[src/verilog/fpw_cfg.svh]
// register offsets, field positions and reset values of the protection control block
`ifndef FPW_CFG_SVH
`define FPW_CFG_SVH
`define FPW_CTRL_OFS 8'h00
`define FPW_STAT_OFS 8'h04
`define FPW_IRQ_OFS 8'h08
`define FPW_MASK_OFS 8'h0c
`define FPW_CTRL_RST 32'h0000_0000
`define FPW_MASK_RST 4'h0
`define FPW_CTRL_DSG 0
`define FPW_CTRL_CHG 1
`define FPW_CTRL_LDMON 2
`define FPW_CTRL_TBON 3
`define FPW_CTRL_TMEAS 4
`define FPW_CTRL_WPOL 5
`define FPW_CTRL_SLEEP 6
`define FPW_CTRL_CHAN_LO 8
`define FPW_ST_SC 0
`define FPW_ST_DOC 1
`define FPW_ST_COC 2
`define FPW_ST_LDF 3
`define FPW_ST_WAKE 4
`define FPW_ST_OVT 5
`define FPW_ST_ASLEEP 6
`define FPW_EV_FAULT 0
`define FPW_EV_LDREL 1
`define FPW_EV_WAKE 2
`define FPW_EV_OVT 3
`define FPW_RESP_OKAY 2'b00
`define FPW_RESP_SLVERR 2'b10
`endif

[src/verilog/fpw_pkg.sv]
// types shared by the protection control block
package fpw_pkg;
	typedef struct packed {
		logic short_circuit;
		logic discharge_overcurrent;
		logic charge_overcurrent;
		logic load_above;
		logic ovt_cmp;
		logic wake_pin;
	} fpw_sense_s;
	typedef struct packed {
		logic [3:0] chan;
		logic sleep;
		logic wake_pol;
		logic tmeas;
		logic tbias_on;
		logic ldmon_en;
		logic charge_en;
		logic discharge_en;
	} fpw_ctrl_s;
	typedef enum logic [1:0] {FPW_IDLE, FPW_WDATA, FPW_WRESP} fpw_wr_e;
endpackage

[src/verilog/fpw_top.sv]
// protection switch, thermistor bias and wake control with an axi4-lite register slave
`timescale 1ns/1ps
`include "fpw_cfg.svh"
module fpw_top import fpw_pkg::*; (
	input wire logic clk_in, // 25 mhz clock
	input wire logic nrst_in, // async reset, active low
	input wire logic sc_cmp_in, // short circuit comparator
	input wire logic doc_cmp_in, // discharge overcurrent comparator
	input wire logic coc_cmp_in, // charge overcurrent comparator
	input wire logic load_monitor_input_in, // load monitor above threshold
	input wire logic ovt_cmp_in, // thermistor input below bias/13
	input wire logic wake_pin_in, // wake pin above threshold
	input wire logic [7:0] s_axi_awaddr, // write address
	input wire logic s_axi_awvalid, // write address valid
	output logic s_axi_awready, // write address ready
	input wire logic [31:0] s_axi_wdata, // write data
	input wire logic [3:0] s_axi_wstrb, // write strobes
	input wire logic s_axi_wvalid, // write data valid
	output logic s_axi_wready, // write data ready
	output logic [1:0] s_axi_bresp, // write response
	output logic s_axi_bvalid, // write response valid
	input wire logic s_axi_bready, // write response ready
	input wire logic [7:0] s_axi_araddr, // read address
	input wire logic s_axi_arvalid, // read address valid
	output logic s_axi_arready, // read address ready
	output logic [31:0] s_axi_rdata, // read data
	output logic [1:0] s_axi_rresp, // read response
	output logic s_axi_rvalid, // read data valid
	input wire logic s_axi_rready, // read data ready
	output logic discharge_switch_drive_out, // discharge switch gate drive
	output logic charge_switch_drive_out, // charge switch gate drive
	output logic load_monitor_en_out, // load monitor resistor to ground
	output logic thermistor_bias_output_out, // thermistor bias switch
	output logic [3:0] analog_monitor_sel_out, // analog monitor channel select
	output logic wake_event_out, // one-cycle wake pulse while asleep
	output logic irq_out // level interrupt
);
////////////////////////////////////////////////////////////////////////////////
	// reset release through two flip-flops
	logic rst_m, rst_q;
	always_ff @(posedge clk_in or negedge nrst_in) begin
		if (!nrst_in) begin
			{rst_q, rst_m} <= 2'b00;
		end else begin
			{rst_q, rst_m} <= {rst_m, 1'b1};
		end
	end
	wire rst_n = rst_q;
////////////////////////////////////////////////////////////////////////////////
	// two-flop synchronisers for every pin input
	fpw_sense_s sn_m, sn_q, pin_raw;
	assign pin_raw = '{sc_cmp_in, doc_cmp_in, coc_cmp_in, load_monitor_input_in, ovt_cmp_in, wake_pin_in};
	always_ff @(posedge clk_in or negedge rst_n) begin
		if (!rst_n) begin
			{sn_q, sn_m} <= '0;
		end else begin
			{sn_q, sn_m} <= {sn_m, pin_raw};
		end
	end
////////////////////////////////////////////////////////////////////////////////
	// state declarations
	fpw_ctrl_s ctrl, next_ctrl;
	logic short_circuit_flag, next_short_circuit_flag;
	logic discharge_overcurrent_flag, next_discharge_overcurrent_flag;
	logic charge_overcurrent_flag, next_charge_overcurrent_flag;
	logic load_fail_flag, next_load_fail_flag;
	logic ovt_flag, next_ovt_flag;
	logic wake_prev, next_wake_prev;
	logic asleep, next_asleep;
	logic [3:0] irq_stat, next_irq_stat;
	logic [3:0] irq_mask, next_irq_mask;
	logic dsg_drv, next_dsg_drv, chg_drv, next_chg_drv, tbias, next_tbias;
	logic wake_pulse, next_wake_pulse, irq, next_irq, ldmon, next_ldmon;
	logic [3:0] chan_q, next_chan_q;
	fpw_wr_e wst, next_wst;
	logic [7:0] waddr, next_waddr;
	logic [31:0] wdat, next_wdat;
	logic [3:0] wstb, next_wstb;
	logic aw_got, next_aw_got, w_got, next_w_got;
	logic bvalid, next_bvalid, rvalid, next_rvalid;
	logic [1:0] bresp, next_bresp, rresp, next_rresp;
	logic [31:0] rdata, next_rdata;
	logic wr_fire;
	logic [31:0] wmask, ctrl_w, stat_r, ctrl_r;
	logic wake_level, wake_edge, fault_any;
	logic [2:0] rdy, next_rdy;
////////////////////////////////////////////////////////////////////////////////
	// axi write channel: take address and data in either order, then respond
	always_comb begin
		next_wst = wst;
		next_waddr = waddr;
		next_wdat = wdat;
		next_wstb = wstb;
		next_aw_got = aw_got;
		next_w_got = w_got;
		next_bvalid = bvalid;
		next_bresp = bresp;
		wr_fire = 1'b0;
		case (wst)
			FPW_IDLE, FPW_WDATA: begin
				if (s_axi_awvalid && !aw_got) begin
					next_aw_got = 1'b1;
					next_waddr = s_axi_awaddr;
				end
				if (s_axi_wvalid && !w_got) begin
					next_w_got = 1'b1;
					next_wdat = s_axi_wdata;
					next_wstb = s_axi_wstrb;
				end
				next_wst = FPW_WDATA;
				if (aw_got && w_got) begin
					wr_fire = 1'b1;
					next_aw_got = 1'b0;
					next_w_got = 1'b0;
					next_bvalid = 1'b1;
					next_bresp = (waddr[7:4] == 4'h0 && waddr[1:0] == 2'b00) ? `FPW_RESP_OKAY : `FPW_RESP_SLVERR;
					next_wst = FPW_WRESP;
				end
			end
			FPW_WRESP: begin
				if (s_axi_bready) begin
					next_bvalid = 1'b0;
					next_wst = FPW_IDLE;
				end
			end
			default: next_wst = FPW_IDLE;
		endcase
	end
	// byte-lane mask from strobes
	for (genvar i = 0; i < 4; i++) begin : g_lane
		assign wmask[8*i+:8] = {8{wstb[i]}};
	end
////////////////////////////////////////////////////////////////////////////////
	// register read mux
	assign ctrl_r = {20'h0, ctrl.chan, 1'b0, ctrl.sleep, ctrl.wake_pol, ctrl.tmeas, ctrl.tbias_on, ctrl.ldmon_en,
		ctrl.charge_en, ctrl.discharge_en};
	assign stat_r = {25'h0, asleep, ovt_flag, wake_level, load_fail_flag, charge_overcurrent_flag,
		discharge_overcurrent_flag, short_circuit_flag};
	always_comb begin
		next_rvalid = rvalid;
		next_rdata = rdata;
		next_rresp = rresp;
		if (rvalid && s_axi_rready) begin
			next_rvalid = 1'b0;
		end else if (!rvalid && s_axi_arvalid) begin
			next_rvalid = 1'b1;
			next_rresp = `FPW_RESP_OKAY;
			case (s_axi_araddr)
				`FPW_CTRL_OFS: next_rdata = ctrl_r;
				`FPW_STAT_OFS: next_rdata = stat_r;
				`FPW_IRQ_OFS: next_rdata = {28'h0, irq_stat};
				`FPW_MASK_OFS: next_rdata = {28'h0, irq_mask};
				default: begin
					next_rdata = 32'h0;
					next_rresp = `FPW_RESP_SLVERR;
				end
			endcase
		end
	end
////////////////////////////////////////////////////////////////////////////////
	// protection, wake and bias logic
	always_comb begin
		ctrl_w = (ctrl_r & ~wmask) | (wdat & wmask);
		next_ctrl = ctrl;
		if (wr_fire && waddr == `FPW_CTRL_OFS) begin
			next_ctrl.discharge_en = ctrl_w[`FPW_CTRL_DSG];
			next_ctrl.charge_en = ctrl_w[`FPW_CTRL_CHG];
			next_ctrl.ldmon_en = ctrl_w[`FPW_CTRL_LDMON];
			next_ctrl.tbias_on = ctrl_w[`FPW_CTRL_TBON];
			next_ctrl.tmeas = ctrl_w[`FPW_CTRL_TMEAS];
			next_ctrl.wake_pol = ctrl_w[`FPW_CTRL_WPOL];
			next_ctrl.sleep = ctrl_w[`FPW_CTRL_SLEEP];
			next_ctrl.chan = ctrl_w[`FPW_CTRL_CHAN_LO+:4];
		end
		// hardware set wins over a host clear
		next_short_circuit_flag = short_circuit_flag;
		next_discharge_overcurrent_flag = discharge_overcurrent_flag;
		next_charge_overcurrent_flag = charge_overcurrent_flag;
		next_ovt_flag = ovt_flag;
		if (wr_fire && waddr == `FPW_STAT_OFS && wstb[0]) begin
			if (wdat[`FPW_ST_SC]) next_short_circuit_flag = 1'b0;
			if (wdat[`FPW_ST_DOC]) next_discharge_overcurrent_flag = 1'b0;
			if (wdat[`FPW_ST_COC]) next_charge_overcurrent_flag = 1'b0;
			if (wdat[`FPW_ST_OVT]) next_ovt_flag = 1'b0;
		end
		if (sn_q.short_circuit) next_short_circuit_flag = 1'b1;
		if (sn_q.discharge_overcurrent) next_discharge_overcurrent_flag = 1'b1;
		if (sn_q.charge_overcurrent) next_charge_overcurrent_flag = 1'b1;
		if (sn_q.ovt_cmp) next_ovt_flag = 1'b1;
		fault_any = next_short_circuit_flag | next_discharge_overcurrent_flag | next_charge_overcurrent_flag;
		// forced off on fault: host bit cleared so the host must re-enable
		if (next_short_circuit_flag || next_discharge_overcurrent_flag) next_ctrl.discharge_en = 1'b0;
		if (next_charge_overcurrent_flag) next_ctrl.charge_en = 1'b0;
		// load fail set by fault, cleared by load release while monitoring
		next_load_fail_flag = load_fail_flag;
		if (load_fail_flag && ctrl.ldmon_en && !sn_q.load_above) next_load_fail_flag = 1'b0;
		if (sn_q.short_circuit || sn_q.discharge_overcurrent || sn_q.charge_overcurrent) next_load_fail_flag = 1'b1;
		next_dsg_drv = next_ctrl.discharge_en && !next_load_fail_flag;
		next_chg_drv = next_ctrl.charge_en && !next_load_fail_flag;
		next_ldmon = next_ctrl.ldmon_en && load_fail_flag;
		next_tbias = next_ctrl.tmeas | next_ctrl.tbias_on | fault_any;
		next_chan_q = next_ctrl.chan;
		// wake level and edge
		wake_level = ctrl.wake_pol ? sn_q.wake_pin : !sn_q.wake_pin;
		next_wake_prev = sn_q.wake_pin;
		wake_edge = ctrl.wake_pol ? (sn_q.wake_pin && !wake_prev) : (!sn_q.wake_pin && wake_prev);
		next_asleep = asleep;
		if (next_ctrl.sleep && !ctrl.sleep) next_asleep = 1'b1;
		if (asleep && wake_edge) begin
			next_asleep = 1'b0;
			next_ctrl.sleep = 1'b0;
		end
		next_wake_pulse = asleep && wake_edge;
		// interrupt status: set wins over write-one clear
		next_irq_stat = irq_stat;
		if (wr_fire && waddr == `FPW_IRQ_OFS && wstb[0]) next_irq_stat = irq_stat & ~wdat[3:0];
		if (fault_any && !(short_circuit_flag | discharge_overcurrent_flag | charge_overcurrent_flag))
			next_irq_stat[`FPW_EV_FAULT] = 1'b1;
		if (load_fail_flag && !next_load_fail_flag) next_irq_stat[`FPW_EV_LDREL] = 1'b1;
		if (wake_edge) next_irq_stat[`FPW_EV_WAKE] = 1'b1;
		if (sn_q.ovt_cmp && !ovt_flag) next_irq_stat[`FPW_EV_OVT] = 1'b1;
		next_irq_mask = irq_mask;
		if (wr_fire && waddr == `FPW_MASK_OFS && wstb[0]) next_irq_mask = wdat[3:0];
		next_irq = |(next_irq_stat & ~next_irq_mask);
	end
////////////////////////////////////////////////////////////////////////////////
	// state registers
	always_ff @(posedge clk_in or negedge rst_n) begin
		if (!rst_n) begin
			ctrl <= fpw_ctrl_s'(11'(`FPW_CTRL_RST));
			short_circuit_flag <= 1'b0;
			discharge_overcurrent_flag <= 1'b0;
			charge_overcurrent_flag <= 1'b0;
			load_fail_flag <= 1'b0;
			ovt_flag <= 1'b0;
			wake_prev <= 1'b0;
			asleep <= 1'b0;
			irq_stat <= 4'h0;
			irq_mask <= `FPW_MASK_RST;
			dsg_drv <= 1'b0;
			chg_drv <= 1'b0;
			tbias <= 1'b0;
			ldmon <= 1'b0;
			chan_q <= 4'h0;
			wake_pulse <= 1'b0;
			irq <= 1'b0;
			wst <= FPW_IDLE;
			waddr <= 8'h00;
			wdat <= 32'h0;
			wstb <= 4'h0;
			aw_got <= 1'b0;
			w_got <= 1'b0;
			bvalid <= 1'b0;
			bresp <= 2'b00;
			rvalid <= 1'b0;
			rresp <= 2'b00;
			rdata <= 32'h0;
			rdy <= 3'h0;
		end else begin
			ctrl <= next_ctrl;
			short_circuit_flag <= next_short_circuit_flag;
			discharge_overcurrent_flag <= next_discharge_overcurrent_flag;
			charge_overcurrent_flag <= next_charge_overcurrent_flag;
			load_fail_flag <= next_load_fail_flag;
			ovt_flag <= next_ovt_flag;
			wake_prev <= next_wake_prev;
			asleep <= next_asleep;
			irq_stat <= next_irq_stat;
			irq_mask <= next_irq_mask;
			dsg_drv <= next_dsg_drv;
			chg_drv <= next_chg_drv;
			tbias <= next_tbias;
			ldmon <= next_ldmon;
			chan_q <= next_chan_q;
			wake_pulse <= next_wake_pulse;
			irq <= next_irq;
			wst <= next_wst;
			waddr <= next_waddr;
			wdat <= next_wdat;
			wstb <= next_wstb;
			aw_got <= next_aw_got;
			w_got <= next_w_got;
			bvalid <= next_bvalid;
			bresp <= next_bresp;
			rvalid <= next_rvalid;
			rresp <= next_rresp;
			rdata <= next_rdata;
			rdy <= next_rdy;
		end
	end
	// outputs straight from flip-flops; ready flags are registered from the next state
	assign next_rdy = {(next_wst != FPW_WRESP) && !next_aw_got, (next_wst != FPW_WRESP) && !next_w_got, !next_rvalid};
	assign s_axi_awready = rdy[2];
	assign s_axi_wready = rdy[1];
	assign s_axi_bvalid = bvalid;
	assign s_axi_bresp = bresp;
	assign s_axi_arready = rdy[0];
	assign s_axi_rvalid = rvalid;
	assign s_axi_rdata = rdata;
	assign s_axi_rresp = rresp;
	assign discharge_switch_drive_out = dsg_drv;
	assign charge_switch_drive_out = chg_drv;
	assign load_monitor_en_out = ldmon;
	assign thermistor_bias_output_out = tbias;
	assign analog_monitor_sel_out = chan_q;
	assign wake_event_out = wake_pulse;
	assign irq_out = irq;
////////////////////////////////////////////////////////////////////////////////
	// checks
	a_dsg_needs_host: assert property (@(posedge clk_in) disable iff (!rst_n) $rose(dsg_drv) |-> $past(ctrl.discharge_en) || ctrl.discharge_en) else $error("discharge drive on without host bit");
	a_dsg_fault_off: assert property (@(posedge clk_in) disable iff (!rst_n) sn_q.short_circuit |=> !dsg_drv) else $error("discharge drive on during short circuit");
	a_chg_needs_host: assert property (@(posedge clk_in) disable iff (!rst_n) chg_drv |-> ctrl.charge_en) else $error("charge drive on without host bit");
	a_chg_fault_off: assert property (@(posedge clk_in) disable iff (!rst_n) sn_q.charge_overcurrent |=> !chg_drv && !ctrl.charge_en) else $error("charge drive on during overcurrent");
	a_bias_follow: assert property (@(posedge clk_in) disable iff (!rst_n) ctrl.tbias_on |-> tbias) else $error("bias not held on");
	a_bias_fault: assert property (@(posedge clk_in) disable iff (!rst_n) short_circuit_flag |-> tbias) else $error("bias off with fault flag");
	a_bias_idle: assert property (@(posedge clk_in) disable iff (!rst_n) !ctrl.tmeas && !ctrl.tbias_on && !short_circuit_flag && !discharge_overcurrent_flag && !charge_overcurrent_flag |-> !tbias) else $error("bias on while idle");
	a_flag_sticky: assert property (@(posedge clk_in) disable iff (!rst_n) short_circuit_flag && !wr_fire |=> short_circuit_flag) else $error("fault flag lost without write");
	a_wake_edge: assert property (@(posedge clk_in) disable iff (!rst_n) asleep && ctrl.wake_pol && sn_q.wake_pin && !wake_prev |=> wake_pulse && !asleep) else $error("missed rising wake");
	a_ldf_release: assert property (@(posedge clk_in) disable iff (!rst_n) load_fail_flag && ctrl.ldmon_en && !sn_q.load_above && !sn_q.short_circuit && !sn_q.discharge_overcurrent && !sn_q.charge_overcurrent |=> !load_fail_flag) else $error("load fail not cleared");
endmodule
[config.mk]
export PLATFORM = sky130hd
export DESIGN_NAME = fpw_top
export DESIGN_NICKNAME = d
export VERILOG_FILES = /design/src/verilog/fpw_pkg.sv /design/src/verilog/fpw_top.sv
export VERILOG_INCLUDE_DIRS = /design/src /design/src/verilog
export SDC_FILE = /design/constraint.sdc
export NUM_CORES = 1
export LEC_CHECK = 0
export BUFFER_PORTS_ARGS = -buffer_cell sky130_fd_sc_hd__buf_2
export CORE_MARGIN = 8
export CORE_UTILIZATION = 40
export DETAILED_ROUTE_END_ITERATION = 10
export GPL_ROUTABILITY_DRIVEN = 0
export HOLD_SLACK_MARGIN = 0.12
export PLACE_DENSITY = 0.62
export SETUP_SLACK_MARGIN = 0.05
export SYNTH_ARGS = -nofsm -noshare
export SYNTH_HDL_FRONTEND = slang
export SYNTH_SLANG_ARGS = --single-unit
[constraint.sdc]
create_clock -name clk_in -period 5.66 [get_ports clk_in]
set_input_delay 1.698 -clock clk_in [delete_from_list [all_inputs] [get_ports clk_in]]
set_output_delay 1.698 -clock clk_in [all_outputs]
set_load 0.01 [all_outputs]
==> results of run 1 <==
## kinds of logic after synthesis
| family | Yosys count | share of synthesized area [%] |
|---|---|---|
| other | 2 | 0.194 |
| xor gates and xnor gates | 1 | 0.226 |
| and+or+nand+nor | 90 | 13.3 |
| buffers and inverters | 52 | 7.86 |
| DFF | 89 | 57.5 |
| AOI/OAI and AO/OA | 46 | 8.57 |
| muxes | 39 | 12.4 |
## cells in the final DEF, fill, tap and decap left out, types with 3 or more instances in the layout
master,synthesis,final
o21a_1,4,4
nand3_1,4,4
o21ai_0,11,11
clkbuf_8,0,10
nor3_1,8,8
nand2b_1,3,3
and2_1,3,3
a22o_1,4,4
nor2b_1,11,11
mux2i_1,5,5
nor4_4,3,3
buf_2,0,69
nand4_1,4,4
conb_1,2,24
dfrtp_1,89,88
nor2_1,22,22
a21o_1,5,5
o31ai_1,4,4
mux2_2,30,30
a21oi_1,4,4
nand3b_1,3,3
nand2_1,18,18
mux4_2,4,4
inv_1,13,13
## registers in the layout, summed over array words and instances (netlist names), 2 cells and up, named ones only
register	cells
ctrl	6
rdy	3
wst	2
wstb	2
sn_q	5
s_axi_rdata	11
wdat	11
waddr	8
irq_mask	4
sn_m	6
irq_stat	4
## per-stage QoR
step	setup slack [ns]	total power [mW]	instance area [sq um]	std cells
floorplan	2.65	1.19	3950	341
global placement	2.54	1.27	4230	506
detailed placement	2.52	1.28	4230	506
CTS	2.91	1.72	4420	522
global route	2.81	1.80	4420	522
finish	2.92	1.70	4420	522
## Yosys cell counts, drive strengths merged, types with 5 or more instances
cell,count,share of area (%)
a21o,5,0.97
buf,29,5.6
clkbuf,10,0.97
dfrtp,89,58
inv,13,1.3
mux2,30,8.7
mux2i,5,1.3
nand2,18,1.7
nor2,22,2.1
nor2b,11,1.8
nor3,8,1.0
nor4,5,2.0
o21ai,12,1.6
## power by group through the flow
stage / Sequential, mW / Combinational, mW / Clock [mW]
global placement: 0.904 / 0.361 / 0
CTS: 0.896 / 0.373 / 0.449
finish: 0.896 / 0.366 / 0.434
floorplan: 0.867 / 0.323 / 0
global route: 0.919 / 0.407 / 0.479
detailed placement: 0.910 / 0.371 / 0
## final cells by class
class / instances / area [sq um] / area share, %
Clock buffer: 11 / 141 / 3.20
Clock inverter: 5 / 55.1 / 1.24
Inverter: 13 / 48.8 / 1.10
Multi-Input combinational cell: 200 / 1420 / 32.1
Sequential cell: 89 / 2230 / 50.4
Tap cell: 133 / 166 / 3.76
Timing Repair Buffer: 71 / 360 / 8.14
## path summary, 6_finish.rpt
path                               from             end  slack [ns]
max in group asynchronous         rst_n     irq_stat[2]        4.34
hold / removal                    rst_n         sn_q[3]        0.25
setup / recovery           s_axi_wvalid         wdat[9]        2.92
min in group clk_in             sn_m[0]  next_wake_prev        0.35
hold reg to reg                   rst_n         sn_q[3]        0.25
setup reg to reg               waddr[1]         irq_out        3.40
## routing by layer
layer  wire length [um]  track usage, %  vias up
li1                   -               -     1188
met1               3550            15.2     1194
met3                669            4.96        7
met5                  0               0        -
met4                 80            3.73        0
met2               3590            19.8       78
==> impl_metrics.yaml, run 1 <==
sta:
  min_period_ns: 2.74
  hold_viol: 0
  worstMarginPinSlew_ns: 0.742
  setup_tns_ns: 0
  clock_skew_ns: 0.00901
  drv_slew: 0
  max_freq_ghz: 0.366
  rsz0062_at_grt: "false"
  hold_ws_ns: 0.246
  slew-limit-headroom_pct: 50.5
  finalSetupViolations: 0
  post-route-period-util_pct: 48.3
layout:
  areaGrowthSynthToFinish_pct: 14.3
  post-route-util_pct: 46.1
  nFillCells: 889
  nets: 449
  insertedDiodeCount: 0
  drive_above_1_share_pct: 32.6
power:
  p_int_mw: 1.16
  pwr-share-clk_pct: 25.6
  pwr-share-comb_pct: 21.6
  power.leakage_nw: 2.08
  switching_share_pct: 31.5
  power_switching_mw: 0.534
  p_per_area_mw_per_mm2: 383
  p_seq_share_pct: 52.8
  ir_drop_v: 0.000184
synth:
  ys_async_sr_fraction_pct: 100
  syn_area_per_cell_sq_um: 12.1
  ys_seq_area_share_pct: 57.5
  synth_cell_type_count: 48
  syn_area_sq_mm: 0.00387
  syn_inst: 319
  yosys_register_bits: 89
  synth_warnings: 0
  synth-edff-count: 0
  ys.flop_type: "dfrtp_1"
clock_tree:
  clk_path_buf_depth: 2
  cts-root-buf: "clkbuf_8"
  clk-insertion-delay-late_ns: 0.35
  ctsResizeCount: 0
  ctsHoldBuffers: 0
  post-cts-setup-buffer-count: 0
  clock_sinks: 89
  cts_buffers: 9
  clk_pin_slew_ns: 0.08
  tritoncts: "yes"
  htree_levels: 3
worst_setup_path:
  path_max_fanout: 10
  cp_cell_sequence: "buf_2 > nor2b_1 > nor2b_1 > buf_4 > mux2_2"
  reg2regPathDepth: 5
  cp.required_ns: 5.90
  critPathTopFamily: "simple AND/OR/NAND/NOR gates"
  path_buf_inv: 2
  crit_type: "input port to flip-flop"
  worstPathArrival_ns: 2.98
  start_kind: "input port"
  end_kind: "flip-flop"
  cp_common_cell: "nor2b_1"
  critical_path.max_stage_delay_ns: 0.40
  cp_slowest_cell: "nor2b_1"
  path_depth: 5
run_status:
  status: "finished clean"
drt:
  viasPerCell: 4.73
  first_pass_iters: 4
  drt_iter0_drc: 91
  vias: 2467
  antenna_left: 0
  wl_mm: 7.90
  drc: 0
  wl_per_cell_um: 15.1
flow_run:
  maxCapViolCount: 0
floorplanning:
  placementRows: 36
  die_h_um: 114
  core_sq_mm: 0.00959
  die_area_sq_mm: 0.0131
  io_pins: 116
  initial_core_util_pct: 40.3
  dieWidth_um: 114
grt:
  grt_pass1_vias: 2526
  grt_pass1_wl_mm: 12.7
  grt_use_total_pct: 12.5
  antenna_found_initial: 0
  grt_overflow: 0
  grt_max_degree: 61
place:
  post-dp-hpwl_mm: 5.91
  portBuffers: 69
hold_path:
  hold_class: "flip-flop to async pin"
Note: power is estimated with default switching activity, not from simulation.
==> run 2, diff against run 1 <==
--- a/config.mk
+++ b/config.mk
@@ -6,13 +6,14 @@
 export SDC_FILE = /design/constraint.sdc
 export NUM_CORES = 1
 export LEC_CHECK = 0
+export ABC_AREA = 1
 export BUFFER_PORTS_ARGS = -buffer_cell sky130_fd_sc_hd__buf_2
 export CORE_MARGIN = 8
 export CORE_UTILIZATION = 40
 export DETAILED_ROUTE_END_ITERATION = 10
 export GPL_ROUTABILITY_DRIVEN = 0
 export HOLD_SLACK_MARGIN = 0.12
-export PLACE_DENSITY = 0.62
+export PLACE_DENSITY = 0.64
 export SETUP_SLACK_MARGIN = 0.05
 export SYNTH_ARGS = -nofsm -noshare
 export SYNTH_HDL_FRONTEND = slang
==> constraint.sdc (replaced) <==
create_clock -name clk_in -period 2.3 [get_ports clk_in]
set_input_delay 0.69 -clock clk_in [delete_from_list [all_inputs] [get_ports clk_in]]
set_output_delay 0.69 -clock clk_in [all_outputs]
set_load 0.01 [all_outputs]
==> impl_metrics.yaml, run 2 <==
run_status:
  status: "finished clean"
grt:
  grt_use_total_pct: 13.1
  grt_max_degree: 49
  grt_pass1_vias: 2813
  grt_pass1_wl_mm: 13.4
  antenna_found_initial: 0
  grt_overflow: 0
synth:
  syn_area_sq_mm: 0.00377
  yosysTopAreaCellShare_pct: 59.1
  ys_top_cells_by_count: "dfrtp_1, nand2_1, inv_1"
  ys_async_sr_fraction_pct: 100
  synth_warnings: 0
  synth_top_cell_by_area: "dfrtp_1"
  yosys_register_bits: 89
  ys_seq_area_share_pct: 59.1
  ys.flop_type: "dfrtp_1"
  synth_most_common_cell: "dfrtp_1"
  syn_inst: 394
  synth-edff-count: 0
  synth_cell_type_count: 31
  ys_top_cells_by_area: "dfrtp_1, nand2_1, buf_4"
  syn_area_per_cell_sq_um: 9.57
floorplanning:
  initial_core_util_pct: 41.0
  placementRows: 35
  dieWidth_um: 113
  io_pins: 116
  core_sq_mm: 0.00920
  die_h_um: 113
  die_area_sq_mm: 0.0128
clock_tree:
  clk_pin_slew_ns: 0.09
  htree_levels: 3
  ctsHoldBuffers: 1
  clk_path_buf_depth: 2
  cts-root-buf: "clkbuf_8"
  clock_sinks: 89
  post-cts-setup-buffer-count: 0
  ctsResizeCount: 0
  tritoncts: "yes"
  cts_buffers: 9
  clk-insertion-delay-late_ns: 0.35
place:
  place_area_sq_mm: 0.00416
  portBuffers: 69
  dp_slack_ns: 0.345
  post-dp-hpwl_mm: 6.06
  place_inst: 568
worst_setup_path:
  path_max_fanout: 5
  worstPathArrival_ns: 2.04
  end_kind: "flip-flop"
  critPathTopFamily: "simple AND/OR/NAND/NOR gates"
  critical_path.max_stage_delay_ns: 0.42
  start_kind: "flip-flop"
  crit_type: "flip-flop to flip-flop"
  cp.required_ns: 2.55
  cp_slowest_cell: "dfrtp_1"
  cp_cell_sequence: "inv_2 > nand3_4 > nor3_1 > nand3_1 > o21ai_0 > a21oi_1 > nor2_1 > nand2_1"
  path_buf_inv: 1
power:
  ir_drop_v: 0.000504
  p_per_area_mw_per_mm2: 911
  power.leakage_nw: 2.29
layout:
  final_common_cell: "dfrtp_1"
  final_cell_mix: "dfrtp_1, nand2_1, buf_2"
  nets: 534
  final_area_sq_mm: 0.00439
  insertedDiodeCount: 0
  fin_cells: 585
  areaGrowthSynthToFinish_pct: 16.4
  drive_above_1_share_pct: 25.3
  nFillCells: 879
drt:
  vias: 2671
  drc: 0
  viasPerCell: 4.57
  drt_iter0_drc: 97
  antenna_left: 0
  wl_per_cell_um: 13.5
  wl_mm: 7.88
  first_pass_iters: 4
sta:
  finalSetupViolations: 0
  drv_slew: 0
  worstMarginPinSlew_ns: 0.601
  setup_tns_ns: 0
  min_period_ns: 1.79
  setup_slack_ns: 0.512
  post-route-period-util_pct: 77.7
  slew-limit-headroom_pct: 59.8
  hold_viol: 0
  max_freq_ghz: 0.559
  clock_skew_ns: 0.00386
  rsz0062_at_grt: "false"
flow_run:
  maxCapViolCount: 0
hold_path:
  hold_class: "flip-flop to async pin"
-- run 2: cell families (layout without fill, tap and decap cells) --
| kind of cell | Yosys count | after routing | synth area share [%] |
|---|---|---|---|
| simple gates | 149 | 149 | 18.7 |
| flops | 89 | 89 | 59.1 |
| buf+inv | 87 | 145 | 11.5 |
| compound gates | 59 | 59 | 8.20 |
| mux | 8 | 8 | 2.39 |
| other cells | 2 | 24 | 0.199 |
-- run 2: layout make-up --
| cell class | instances | area, sq um | area share, % |
|---|---|---|---|
| repair buffers | 74 | 398 | 9.07 |
| clock inverters | 6 | 92.6 | 2.11 |
| clock buffers | 10 | 128 | 2.91 |
| flip-flops and latches | 89 | 2230 | 50.9 |
| well taps | 111 | 139 | 3.17 |
| inverters | 55 | 206 | 4.71 |
| multi-input cells | 240 | 1190 | 27.2 |
-- run 2: routing by layer --
metal / up-vias / GRT usage, % / part of all wire, %
li1: 1350 / - / -
met1: 1213 / 17.0 / 47
met2: 95 / 20.1 / 44
met3: 13 / 4.42 / 7.4
met4: 0 / 4.09 / 1.7
met5: - / 0 / 0
-- run 2: worst paths after layout --
path,from,to,slack (ns),cells after the start
worst max-delay path,wst[1],irq_out,0.51,8
max in group asynchronous,rst_n,waddr[1],1.36,1
min in group clk_in,sn_m[3],sn_q[3],0.35,0
worst min-delay path,rst_n,irq_stat[1],0.32,0
worst max register to register,wst[1],irq_out,0.51,8
worst min register to register,rst_n,irq_stat[1],0.32,0
-- run 2: stage by stage --
step	total power [mW]	util, %	hold slack (ns)
floorplan	2.64	-	0.331
CTS	4.04	47.7	0.333
global placement	2.82	45.2	0.325
global route	4.25	47.7	0.360
detailed placement	2.86	45.2	0.335
finish	4.00	47.7	0.317
-- run 2: power breakdown --
part / switching (mW) / leakage (nW) / internal [mW] / total [mW]
clock network: 0.550 / 0.103 / 0.616 / 1.17
logic: 0.497 / 1.14 / 0.296 / 0.793
registers: 0.182 / 1.05 / 1.85 / 2.04
total: 1.23 / 2.29 / 2.77 / 4.00
